--- config.mk ---
export PLATFORM = sky130hd
export DESIGN_NAME = fdp_fractional_loop
export DESIGN_NICKNAME = d
export VERILOG_FILES = /design/src/verilog/fdp_pkg.sv /design/src/verilog/fdp_core_if.sv /design/src/verilog/fdp_fractional_loop.sv /design/src/verilog/fdp_loop_core.sv
export SDC_FILE = /design/constraint.sdc
export NUM_CORES = 1
export LEC_CHECK = 0
export BUFFER_PORTS_ARGS = -buffer_cell sky130_fd_sc_hd__buf_2
export CAP_MARGIN = 20
export CORE_MARGIN = 2
export CORE_UTILIZATION = 25
export CTS_BUF_LIST = sky130_fd_sc_hd__clkbuf_16
export CTS_CLUSTER_DIAMETER = 150
export DETAILED_ROUTE_END_ITERATION = 16
export PLACE_DENSITY = 0.43
export SLEW_MARGIN = 20
export SYNTH_ARGS = -nofsm -noshare
export SYNTH_HDL_FRONTEND = slang
export SYNTH_SLANG_ARGS = --single-unit
--- constraint.sdc ---
create_clock -name clk -period 8.1 [get_ports clk]
set_input_delay 0.405 -clock clk [delete_from_list [all_inputs] [get_ports clk]]
set_output_delay 0.405 -clock clk [all_outputs]
set_load 0.03 [all_outputs]
--- src/verilog/fdp_pkg.sv ---
package fdp_pkg;

    // Clock and timing
    localparam int CLK_HZ        = 100_000_000;
    localparam int LOCK_TIMER_HZ = 32_768;

    // Widths
    localparam int ACC_W       = 24;
    localparam int PHASE_W     = 40;
    localparam int MULT_INT_W  = 12;
    localparam int MULT_FRAC_W = 4;
    localparam int MULT_W      = MULT_INT_W + MULT_FRAC_W;
    localparam int ERR_W       = 21;
    localparam int TUNE_W      = 32;
    localparam int DIV_W       = 8;
    localparam int HIT_W       = 8;
    localparam int LTMR_W      = 16;

    // Loop filter shifts and start value
    localparam int                 KP_SH     = 12;
    localparam int                 KI_SH     = 6;
    localparam logic [TUNE_W-1:0]  TUNE_INIT = 32'h0010_0000;
    localparam logic [TUNE_W-1:0]  TUNE_MAX  = 32'h0080_0000;

    // Lock detection
    localparam logic [ERR_W-1:0]   LOCK_TOL     = 21'h00_0010;
    localparam logic [HIT_W-1:0]   LOCK_HITS    = 8'h08;
    localparam logic [LTMR_W-1:0]  LOCK_TIMEOUT = 16'h0100;

    // Reset values
    localparam logic [2:0]         FLAGS_RESET  = 3'h0;
    localparam logic [2:0]         IEN_RESET    = 3'h0;

    // Event flag positions
    localparam int FLG_TIMEOUT = 0;
    localparam int FLG_FALL    = 1;
    localparam int FLG_RISE    = 2;

    typedef enum logic [1:0] {
        FDP_REF_32K,
        FDP_REF_XTAL,
        FDP_REF_GCLK
    } fdp_ref_sel_e;

    typedef logic signed [ERR_W-1:0]  fdp_err_t;
    typedef logic signed [TUNE_W-1:0] fdp_tune_t;

    function automatic fdp_tune_t fdp_scale(input fdp_err_t e, input int sh);
        fdp_tune_t w;
        w = {{(TUNE_W-ERR_W){e[ERR_W-1]}}, e};
        return w <<< sh;
    endfunction

    function automatic logic [ERR_W-1:0] fdp_abs(input fdp_err_t e);
        return e[ERR_W-1] ? ERR_W'(-e) : ERR_W'(e);
    endfunction

endpackage

--- src/verilog/fdp_core_if.sv ---
`timescale 1ns/1ps
interface fdp_core_if;
    import fdp_pkg::*;
    logic                enable;
    logic [MULT_W-1:0]   mult_q;
    logic                ref_edge;
    fdp_err_t            err;
    logic                err_valid;
    logic                osc_level;

    modport ctrl (output enable, output mult_q, output ref_edge,
                  input err, input err_valid, input osc_level);
    modport core (input enable, input mult_q, input ref_edge,
                  output err, output err_valid, output osc_level);
endinterface

--- src/verilog/fdp_fractional_loop.sv ---
`timescale 1ns/1ps
module fdp_fractional_loop #(
    parameter int                       MULT_INT_BITS = fdp_pkg::MULT_INT_W,
    parameter logic [fdp_pkg::LTMR_W-1:0] TIMEOUT_TICKS = fdp_pkg::LOCK_TIMEOUT
) (
    // Clock and reset
    input  wire logic                               clk,
    input  wire logic                               reset_n,
    // Reference sources
    input  wire logic                               external_32k_oscillator,
    input  wire logic                               external_crystal_oscillator,
    input  wire logic                               generic_reference_channel,
    input  wire logic                               lock_timer_clock,
    // Configuration
    input  wire logic                               loop_enable,
    input  wire fdp_pkg::fdp_ref_sel_e              ref_select,
    input  wire logic [fdp_pkg::DIV_W-1:0]          crystal_divide,
    input  wire logic [fdp_pkg::MULT_INT_W-1:0]     mult_integer,
    input  wire logic [fdp_pkg::MULT_FRAC_W-1:0]    mult_fraction,
    input  wire logic                               lock_timer_use,
    input  wire logic                               test_open_loop,
    // Event flags and enables
    input  wire logic [2:0]                         flag_clear,
    input  wire logic [2:0]                         irq_enable_set,
    input  wire logic [2:0]                         irq_enable_clear,
    // Outputs
    output logic                                    pll_output_clock,
    output logic                                    pll_reference_clock,
    output logic                                    lock_status,
    output logic [2:0]                              event_flags,
    output logic [2:0]                              irq_enables,
    output logic [2:0]                              event_request
);
    import fdp_pkg::*;

    logic                rst_meta_r;
    logic                rst_sync_r;
    logic                x32_r;
    logic                xtal_r;
    logic                gref_r;
    logic                lt_r;
    logic [DIV_W-1:0]    div_cnt_r;
    logic                xdiv_r;
    logic                ref_level;
    logic                ref_r;
    logic                en_r;
    logic [HIT_W-1:0]    hits_r;
    logic                locked_r;
    logic                locked_nxt;
    logic [LTMR_W-1:0]   ltmr_r;
    logic                timed_out_r;
    logic                timeout_evt;
    logic [2:0]          set_evt;
    logic [2:0]          flags_r;
    logic [2:0]          ien_r;
    logic                gate_r;
    logic                out_r;

    fdp_core_if cif ();

    // Reset release
    always_ff @(posedge clk or negedge reset_n) begin
        if (!reset_n) begin
            rst_meta_r <= 1'b0;
            rst_sync_r <= 1'b0;
        end else begin
            rst_meta_r <= 1'b1;
            rst_sync_r <= rst_meta_r;
        end
    end

    // Previous input levels for edge detection
    always_ff @(posedge clk or negedge rst_sync_r) begin
        if (!rst_sync_r) begin
            x32_r  <= 1'b0;
            xtal_r <= 1'b0;
            gref_r <= 1'b0;
            lt_r   <= 1'b0;
        end else begin
            x32_r  <= external_32k_oscillator;
            xtal_r <= external_crystal_oscillator;
            gref_r <= generic_reference_channel;
            lt_r   <= lock_timer_clock;
        end
    end

    // Crystal divider: output period is 2*(crystal_divide+1) crystal periods
    always_ff @(posedge clk or negedge rst_sync_r) begin
        if (!rst_sync_r) begin
            div_cnt_r <= '0;
            xdiv_r    <= 1'b0;
        end else if (external_crystal_oscillator && !xtal_r) begin
            if (div_cnt_r >= crystal_divide) begin
                div_cnt_r <= '0;
                xdiv_r    <= !xdiv_r;
            end else begin
                div_cnt_r <= div_cnt_r + DIV_W'(1);
            end
        end
    end

    // Reference input multiplexer
    always_comb begin
        case (ref_select)
            FDP_REF_32K:  ref_level = x32_r;
            FDP_REF_XTAL: ref_level = xdiv_r;
            FDP_REF_GCLK: ref_level = gref_r;
            default:      ref_level = x32_r;
        endcase
    end

    always_ff @(posedge clk or negedge rst_sync_r) begin
        if (!rst_sync_r) begin
            ref_r <= 1'b0;
            en_r  <= 1'b0;
        end else begin
            ref_r <= ref_level;
            en_r  <= loop_enable;
        end
    end

    // Controller to core
    assign cif.enable   = en_r;
    assign cif.mult_q   = {mult_integer, mult_fraction};
    assign cif.ref_edge = ref_level && !ref_r && en_r;

    fdp_loop_core u_core (
        .clk   (clk),
        .rst_n (rst_sync_r),
        .cif   (cif)
    );

    // Lock detection from consecutive small phase errors
    always_comb begin
        locked_nxt = locked_r;
        if (!en_r) begin
            locked_nxt = 1'b0;
        end else if (cif.err_valid) begin
            if (fdp_abs(cif.err) > LOCK_TOL) begin
                locked_nxt = 1'b0;
            end else if (hits_r >= LOCK_HITS - HIT_W'(1)) begin
                locked_nxt = 1'b1;
            end
        end
    end

    always_ff @(posedge clk or negedge rst_sync_r) begin
        if (!rst_sync_r) begin
            hits_r   <= '0;
            locked_r <= 1'b0;
        end else begin
            locked_r <= locked_nxt;
            if (!en_r) begin
                hits_r <= '0;
            end else if (cif.err_valid) begin
                if (fdp_abs(cif.err) > LOCK_TOL) begin
                    hits_r <= '0;
                end else if (hits_r < LOCK_HITS) begin
                    hits_r <= hits_r + HIT_W'(1);
                end
            end
        end
    end

    // Lock timer on the lock timer clock edges
    assign timeout_evt = en_r && lock_timer_use && !locked_r && !timed_out_r
                       && lock_timer_clock && !lt_r
                       && (ltmr_r >= TIMEOUT_TICKS - LTMR_W'(1));

    always_ff @(posedge clk or negedge rst_sync_r) begin
        if (!rst_sync_r) begin
            ltmr_r      <= '0;
            timed_out_r <= 1'b0;
        end else if (!en_r || !lock_timer_use || locked_r) begin
            ltmr_r      <= '0;
            timed_out_r <= 1'b0;
        end else if (timeout_evt) begin
            timed_out_r <= 1'b1;
        end else if (lock_timer_clock && !lt_r && !timed_out_r) begin
            ltmr_r <= ltmr_r + LTMR_W'(1);
        end
    end

    // Event flags: a new event wins over a clear
    always_comb begin
        set_evt              = '0;
        set_evt[FLG_TIMEOUT] = timeout_evt;
        set_evt[FLG_FALL]    = locked_r && !locked_nxt;
        set_evt[FLG_RISE]    = !locked_r && locked_nxt;
    end

    always_ff @(posedge clk or negedge rst_sync_r) begin
        if (!rst_sync_r) begin
            flags_r <= FLAGS_RESET;
        end else begin
            flags_r <= (flags_r & ~flag_clear) | set_evt;
        end
    end

    // Interrupt enables: clear position disables
    always_ff @(posedge clk or negedge rst_sync_r) begin
        if (!rst_sync_r) begin
            ien_r <= IEN_RESET;
        end else begin
            ien_r <= (ien_r | irq_enable_set) & ~irq_enable_clear;
        end
    end

    // Final output gate, passes the core oscillator level while enabled and either locked or in open-loop test
    always_ff @(posedge clk or negedge rst_sync_r) begin
        if (!rst_sync_r) begin
            gate_r <= 1'b0;
            out_r  <= 1'b0;
        end else begin
            gate_r <= en_r && (locked_r || test_open_loop);
            out_r  <= gate_r && en_r && cif.osc_level;
        end
    end

    assign pll_output_clock    = out_r;
    assign pll_reference_clock = ref_r;
    assign lock_status         = locked_r;
    assign event_flags         = flags_r;
    assign irq_enables         = ien_r;
    assign event_request       = flags_r & ien_r;

endmodule

--- src/verilog/fdp_loop_core.sv ---
`timescale 1ns/1ps
module fdp_loop_core (
    // Clock and reset
    input  wire logic  clk,
    input  wire logic  rst_n,
    // Controller side
    fdp_core_if.core   cif
);
    import fdp_pkg::*;

    logic [PHASE_W-1:0] phase_r;
    logic [PHASE_W-1:0] last_r;
    logic               primed_r;
    fdp_tune_t          integ_r;
    fdp_tune_t          tune_r;
    fdp_err_t           err_r;
    logic               err_valid_r;
    logic [PHASE_W-1:0] diff;
    fdp_err_t           err_nxt;
    fdp_tune_t          integ_nxt;
    fdp_tune_t          tune_nxt;

    // Phase time converter: output cycles per reference period in 1/16 units
    always_comb begin
        diff      = phase_r - last_r;
        err_nxt   = fdp_err_t'({5'h00, cif.mult_q})
                  - fdp_err_t'({1'b0, diff[PHASE_W-1:ACC_W-MULT_FRAC_W]});
        integ_nxt = integ_r + fdp_scale(err_nxt, KI_SH);
        // Integrator held in range so a long unlock cannot wrap it
        if (integ_nxt < 0) begin
            integ_nxt = '0;
        end else if (integ_nxt > fdp_tune_t'(TUNE_MAX)) begin
            integ_nxt = fdp_tune_t'(TUNE_MAX);
        end
        tune_nxt  = integ_nxt + fdp_scale(err_nxt, KP_SH);
        if (tune_nxt < 0) begin
            tune_nxt = '0;
        end else if (tune_nxt > fdp_tune_t'(TUNE_MAX)) begin
            tune_nxt = fdp_tune_t'(TUNE_MAX);
        end
    end

    // Controlled oscillator as phase accumulator
    always_ff @(posedge clk or negedge rst_n) begin
        if (!rst_n) begin
            phase_r <= '0;
        end else if (!cif.enable) begin
            phase_r <= '0;
        end else begin
            phase_r <= phase_r + PHASE_W'(unsigned'(tune_r));
        end
    end

    // Reference edge capture
    always_ff @(posedge clk or negedge rst_n) begin
        if (!rst_n) begin
            last_r   <= '0;
            primed_r <= 1'b0;
        end else if (!cif.enable) begin
            last_r   <= '0;
            primed_r <= 1'b0;
        end else if (cif.ref_edge) begin
            last_r   <= phase_r;
            primed_r <= 1'b1;
        end
    end

    // Proportional-integral filter
    always_ff @(posedge clk or negedge rst_n) begin
        if (!rst_n) begin
            integ_r     <= fdp_tune_t'(TUNE_INIT);
            tune_r      <= fdp_tune_t'(TUNE_INIT);
            err_r       <= '0;
            err_valid_r <= 1'b0;
        end else if (!cif.enable) begin
            integ_r     <= fdp_tune_t'(TUNE_INIT);
            tune_r      <= fdp_tune_t'(TUNE_INIT);
            err_r       <= '0;
            err_valid_r <= 1'b0;
        end else begin
            err_valid_r <= cif.ref_edge && primed_r;
            if (cif.ref_edge && primed_r) begin
                integ_r <= integ_nxt;
                tune_r  <= tune_nxt;
                err_r   <= err_nxt;
            end
        end
    end

    assign cif.err       = err_r;
    assign cif.err_valid = err_valid_r;
    assign cif.osc_level = phase_r[ACC_W-1];

endmodule

==> flow_metrics.py <==
metrics = {
    "run_status": {
        "status": "complete, but fails checks",
        "violations": "setup timing",
    },
    "synthesis": {
        "synth_common_cells": "224 x nand2_1, 214 x dfrtp_1, 151 x nor2_1",
        "synth-adder-area-share": 0.124,
        "synth_area_mm2": 0.0151,
        "synth_most_common_cell": "nand2_1",
        "synth-xor-area-share": 0.0568,
        "post_synth_mux_area_share": 0.00473,
        "synth_edf_count": 0,
        "yosys.area_share.simple": 0.207,
        "synth_top_family_by_area": "compound AO/OA/AOI/OAI gates",
        "synth.area.top_cells": "dfrtp_1 35%, ha_1 12%, nand2_1 5.6%, a21oi_1 4.8%, nor2_1 3.8%",
        "ys_seq_area_frac": 0.358,
        "synth_top_area_cell": "dfrtp_1",
        "ys_warn_count": 0,
        "synth_compound_area_frac": 0.214,
        "ys_seq_elements": 216,
        "synthCells": 1760,
        "avgSynthCellArea_um2": 8.57,
        "synth_top_area_frac": 0.355,
        "ys.flop_type": "dfrtp_1",
        "synthDistinctLibCells": 83,
        "async_reset_ff_frac": 1.00,
    },
    "clock_tree": {
        "clockBufferDepth": 3,
        "clk_latency_ns": 0.57,
        "clkSinkCount": 216,
        "htree_levels": 1,
        "path_clk_slew_ns": 0.06,
        "cts_tree": "done",
        "numCtsBuffers": 28,
        "root_buffer": "clkbuf_16",
    },
    "cells_and_area": {
        "finalNonFillerCells": 3013,
        "nets": 2400,
        "diodes": 0,
        "drive_above_1_share": 0.283,
        "nFillCells": 6202,
        "area.growth.synth_to_final_pct": 39.8,
    },
    "route": {
        "ant_nets": 0,
        "firstDrtPassIters": 5,
        "vias": 14200,
        "drc_errors": 0,
        "wl_per_cell_um": 16.2,
        "drt-total-wl_mm": 48.8,
        "drt_iter0_drc": 695,
        "avgViaCountPerCell": 4.72,
    },
    "worst_setup_path": {
        "critPathKind": "reg2reg",
        "critPathLaunchType": "register",
        "path_max_fanout": 5,
        "critical_path_arrival_ns": 10.15,
        "cp_slowest_cell": "or4_4",
        "cp_top_family": "simple AND/OR/NAND/NOR gates",
        "path_buf_inv": 8,
        "crit_required_ns": 8.60,
        "worstSetupEndpointType": "register",
        "max_stage_delay_ns": 0.44,
    },
    "die": {
        "placementRows": 90,
        "die_w_um": 250,
        "core_mm2": 0.0600,
        "die_h_um": 250,
        "io_pins": 56,
        "fp.dieArea_mm2": 0.0623,
        "start_util": 0.251,
    },
    "placed_design": {
        "dpl.cell_count": 2910,
        "place_congestion": 0.888,
        "port_buffers": 55,
        "pre_cts_ws_ns": -1.87,
        "dpl.hpwl_mm": 37.4,
    },
    "global_route": {
        "grt_max_degree": 68,
        "grt_pass1_vias": 14500,
        "grt_pass1_wl_mm": 77.9,
        "grt_usage": 0.155,
        "antenna_found_initial": 1,
        "grt_overflow": 0,
    },
    "pwr": {
        "ir_worst_vdd_mv": 0.162,
        "powerDensity_mw_per_mm2": 258,
        "power.total_mw": 5.44,
        "cellLeakagePower_nw": 10.4,
    },
    "sta": {
        "timing.fmax_ghz": 0.104,
        "tightest_slew_ns": 0.990,
        "skew_ns": 0.0193,
        "layout_min_cycle_time_ns": 9.65,
        "layout_setup_ws_ns": -1.55,
        "rsz0062_at_grt": "yes",
        "hold_viol": 0,
        "timing.final.crit_share": 1.19,
        "slew_viol_final": 0,
        "setup-violations-final": 24,
        "slew_headroom": 0.339,
    },
    "worst_hold_path": {
        "hp-class": "in2reg",
    },
    "run": {
        "cap_violations": 0,
    },
}
==> report_power, final <==
group          internal (mW)  leakage, nW  total, mW  switching, mW
logic                   1.45         6.98       2.92           1.47
clock network          0.841        0.498       1.36          0.520
registers               1.11         2.97       1.15         0.0401
total                   3.41         10.4       5.44           2.03
==> logic make-up after synthesis <==
kind of cell             Yosys count
AND/OR/NAND/NOR                  653
AO/OA/AOI/OAI                    501
flip-flops                       216
adder cells (fa/ha/maj)          147
buffers and inverters            138
XOR/XNOR                          96
multiplexers                       7
other                              2
==> worst paths after layout <==
path	startpoint	end	slack [ns]	cells past startpoint
min in group asynchronous	reset_n	rst_meta_r$_DFF_PN0_	0.15	2
max in group asynchronous	rst_sync_r$_DFF_PN0_	cif.enable$_DFF_PN0_	6.23	1
min	flag_clear[1]	event_flags[1]$_DFF_PN0_	0.04	2
max reg2reg	u_core.last_r[9]$_DFFE_PN0P_	u_core.tune_r[9]$_DFFE_PN0P_	-1.55	44
max	u_core.last_r[9]$_DFFE_PN0P_	u_core.tune_r[9]$_DFFE_PN0P_	-1.55	44
min reg2reg	rst_meta_r$_DFF_PN0_	rst_sync_r$_DFF_PN0_	0.36	0
==> state kept, by name, indices dropped and copies added (netlist names), 3 cells and up <==
name,cells
hits_r,8
div_cnt_r,8
irq_enables,3
u_core.integ_r,31
ltmr_r,16
u_core.last_r,40
u_core.tune_r,31
event_flags,3
u_core.cif.err,21
u_core.phase_r,40
==> layout by cell type, fill, tap and decap left out, types with 8 or more instances in the layout <==
| cell | n |
|---|---|
| a211oi_1 | 11 |
| a21o_1 | 58 |
| a21oi_1 | 128 |
| a21oi_2 | 14 |
| a22o_1 | 19 |
| and2_1 | 24 |
| and3_1 | 41 |
| buf_2 | 55 |
| buf_4 | 389 |
| clkbuf_16 | 30 |
| conb_1 | 8 |
| dfrtp_1 | 212 |
| dlygate4sd3_1 | 10 |
| ha_1 | 124 |
| ha_4 | 16 |
| inv_1 | 88 |
| nand2_1 | 221 |
| nand2b_1 | 24 |
| nand3_1 | 52 |
| nand4_1 | 23 |
| nor2_1 | 144 |
| nor2b_1 | 14 |
| nor3_1 | 29 |
| o21a_1 | 23 |
| o21ai_0 | 89 |
| o21ai_1 | 25 |
| o21bai_1 | 12 |
| or3_1 | 17 |
| xnor2_1 | 38 |
| xor2_1 | 47 |
==> per-layer routing <==
layer | share of wire | vias up | track usage
met3 | 0.028 | 61 | 0.0189
met1 | 0.49 | 6820 | 0.214
met5 | 0 | - | 0
met2 | 0.46 | 139 | 0.256
li1 | - | 7197 | -
met4 | 0.021 | 0 | 0.0384
==> layout make-up <==
class / instances / area, um^2 / area share
Tap cell: 782 / 978 / 0.0464
Clock inverter: 23 / 282 / 0.0133
Clock buffer: 29 / 726 / 0.0344
Multi-Input combinational cell: 1413 / 9950 / 0.471
Sequential cell: 216 / 5410 / 0.257
Inverter: 87 / 327 / 0.0155
Timing Repair Buffer: 463 / 3420 / 0.162
==> timing repair <==
action | in CTS | in global routing
setup buffers | 20 | 19
endpoints found under the setup margin | 24 | 24
pin swaps | 51 | 51
gates cloned | 1 | 1
gates resized for setup | 57 | 56
hold buffers | 10 | 0
endpoints found under the hold margin | 11 | 0
==> stage by stage <==
stage | util | hold slack (ns) | instance area, um^2 | TNS [ns]
after CTS | 0.343 | 0.00660 | 20600 | -34.15
final | 0.351 | 0.0404 | 21100 | -34.82
after detailed placement | 0.318 | 0.196 | 19100 | -43.27
after global routing | 0.351 | 0.0466 | 21100 | -43.75
after global placement | 0.318 | 0.191 | 19100 | -40.88
after floorplan | - | 0.109 | 15300 | -23.57
Power figures use the tool's default switching activity.
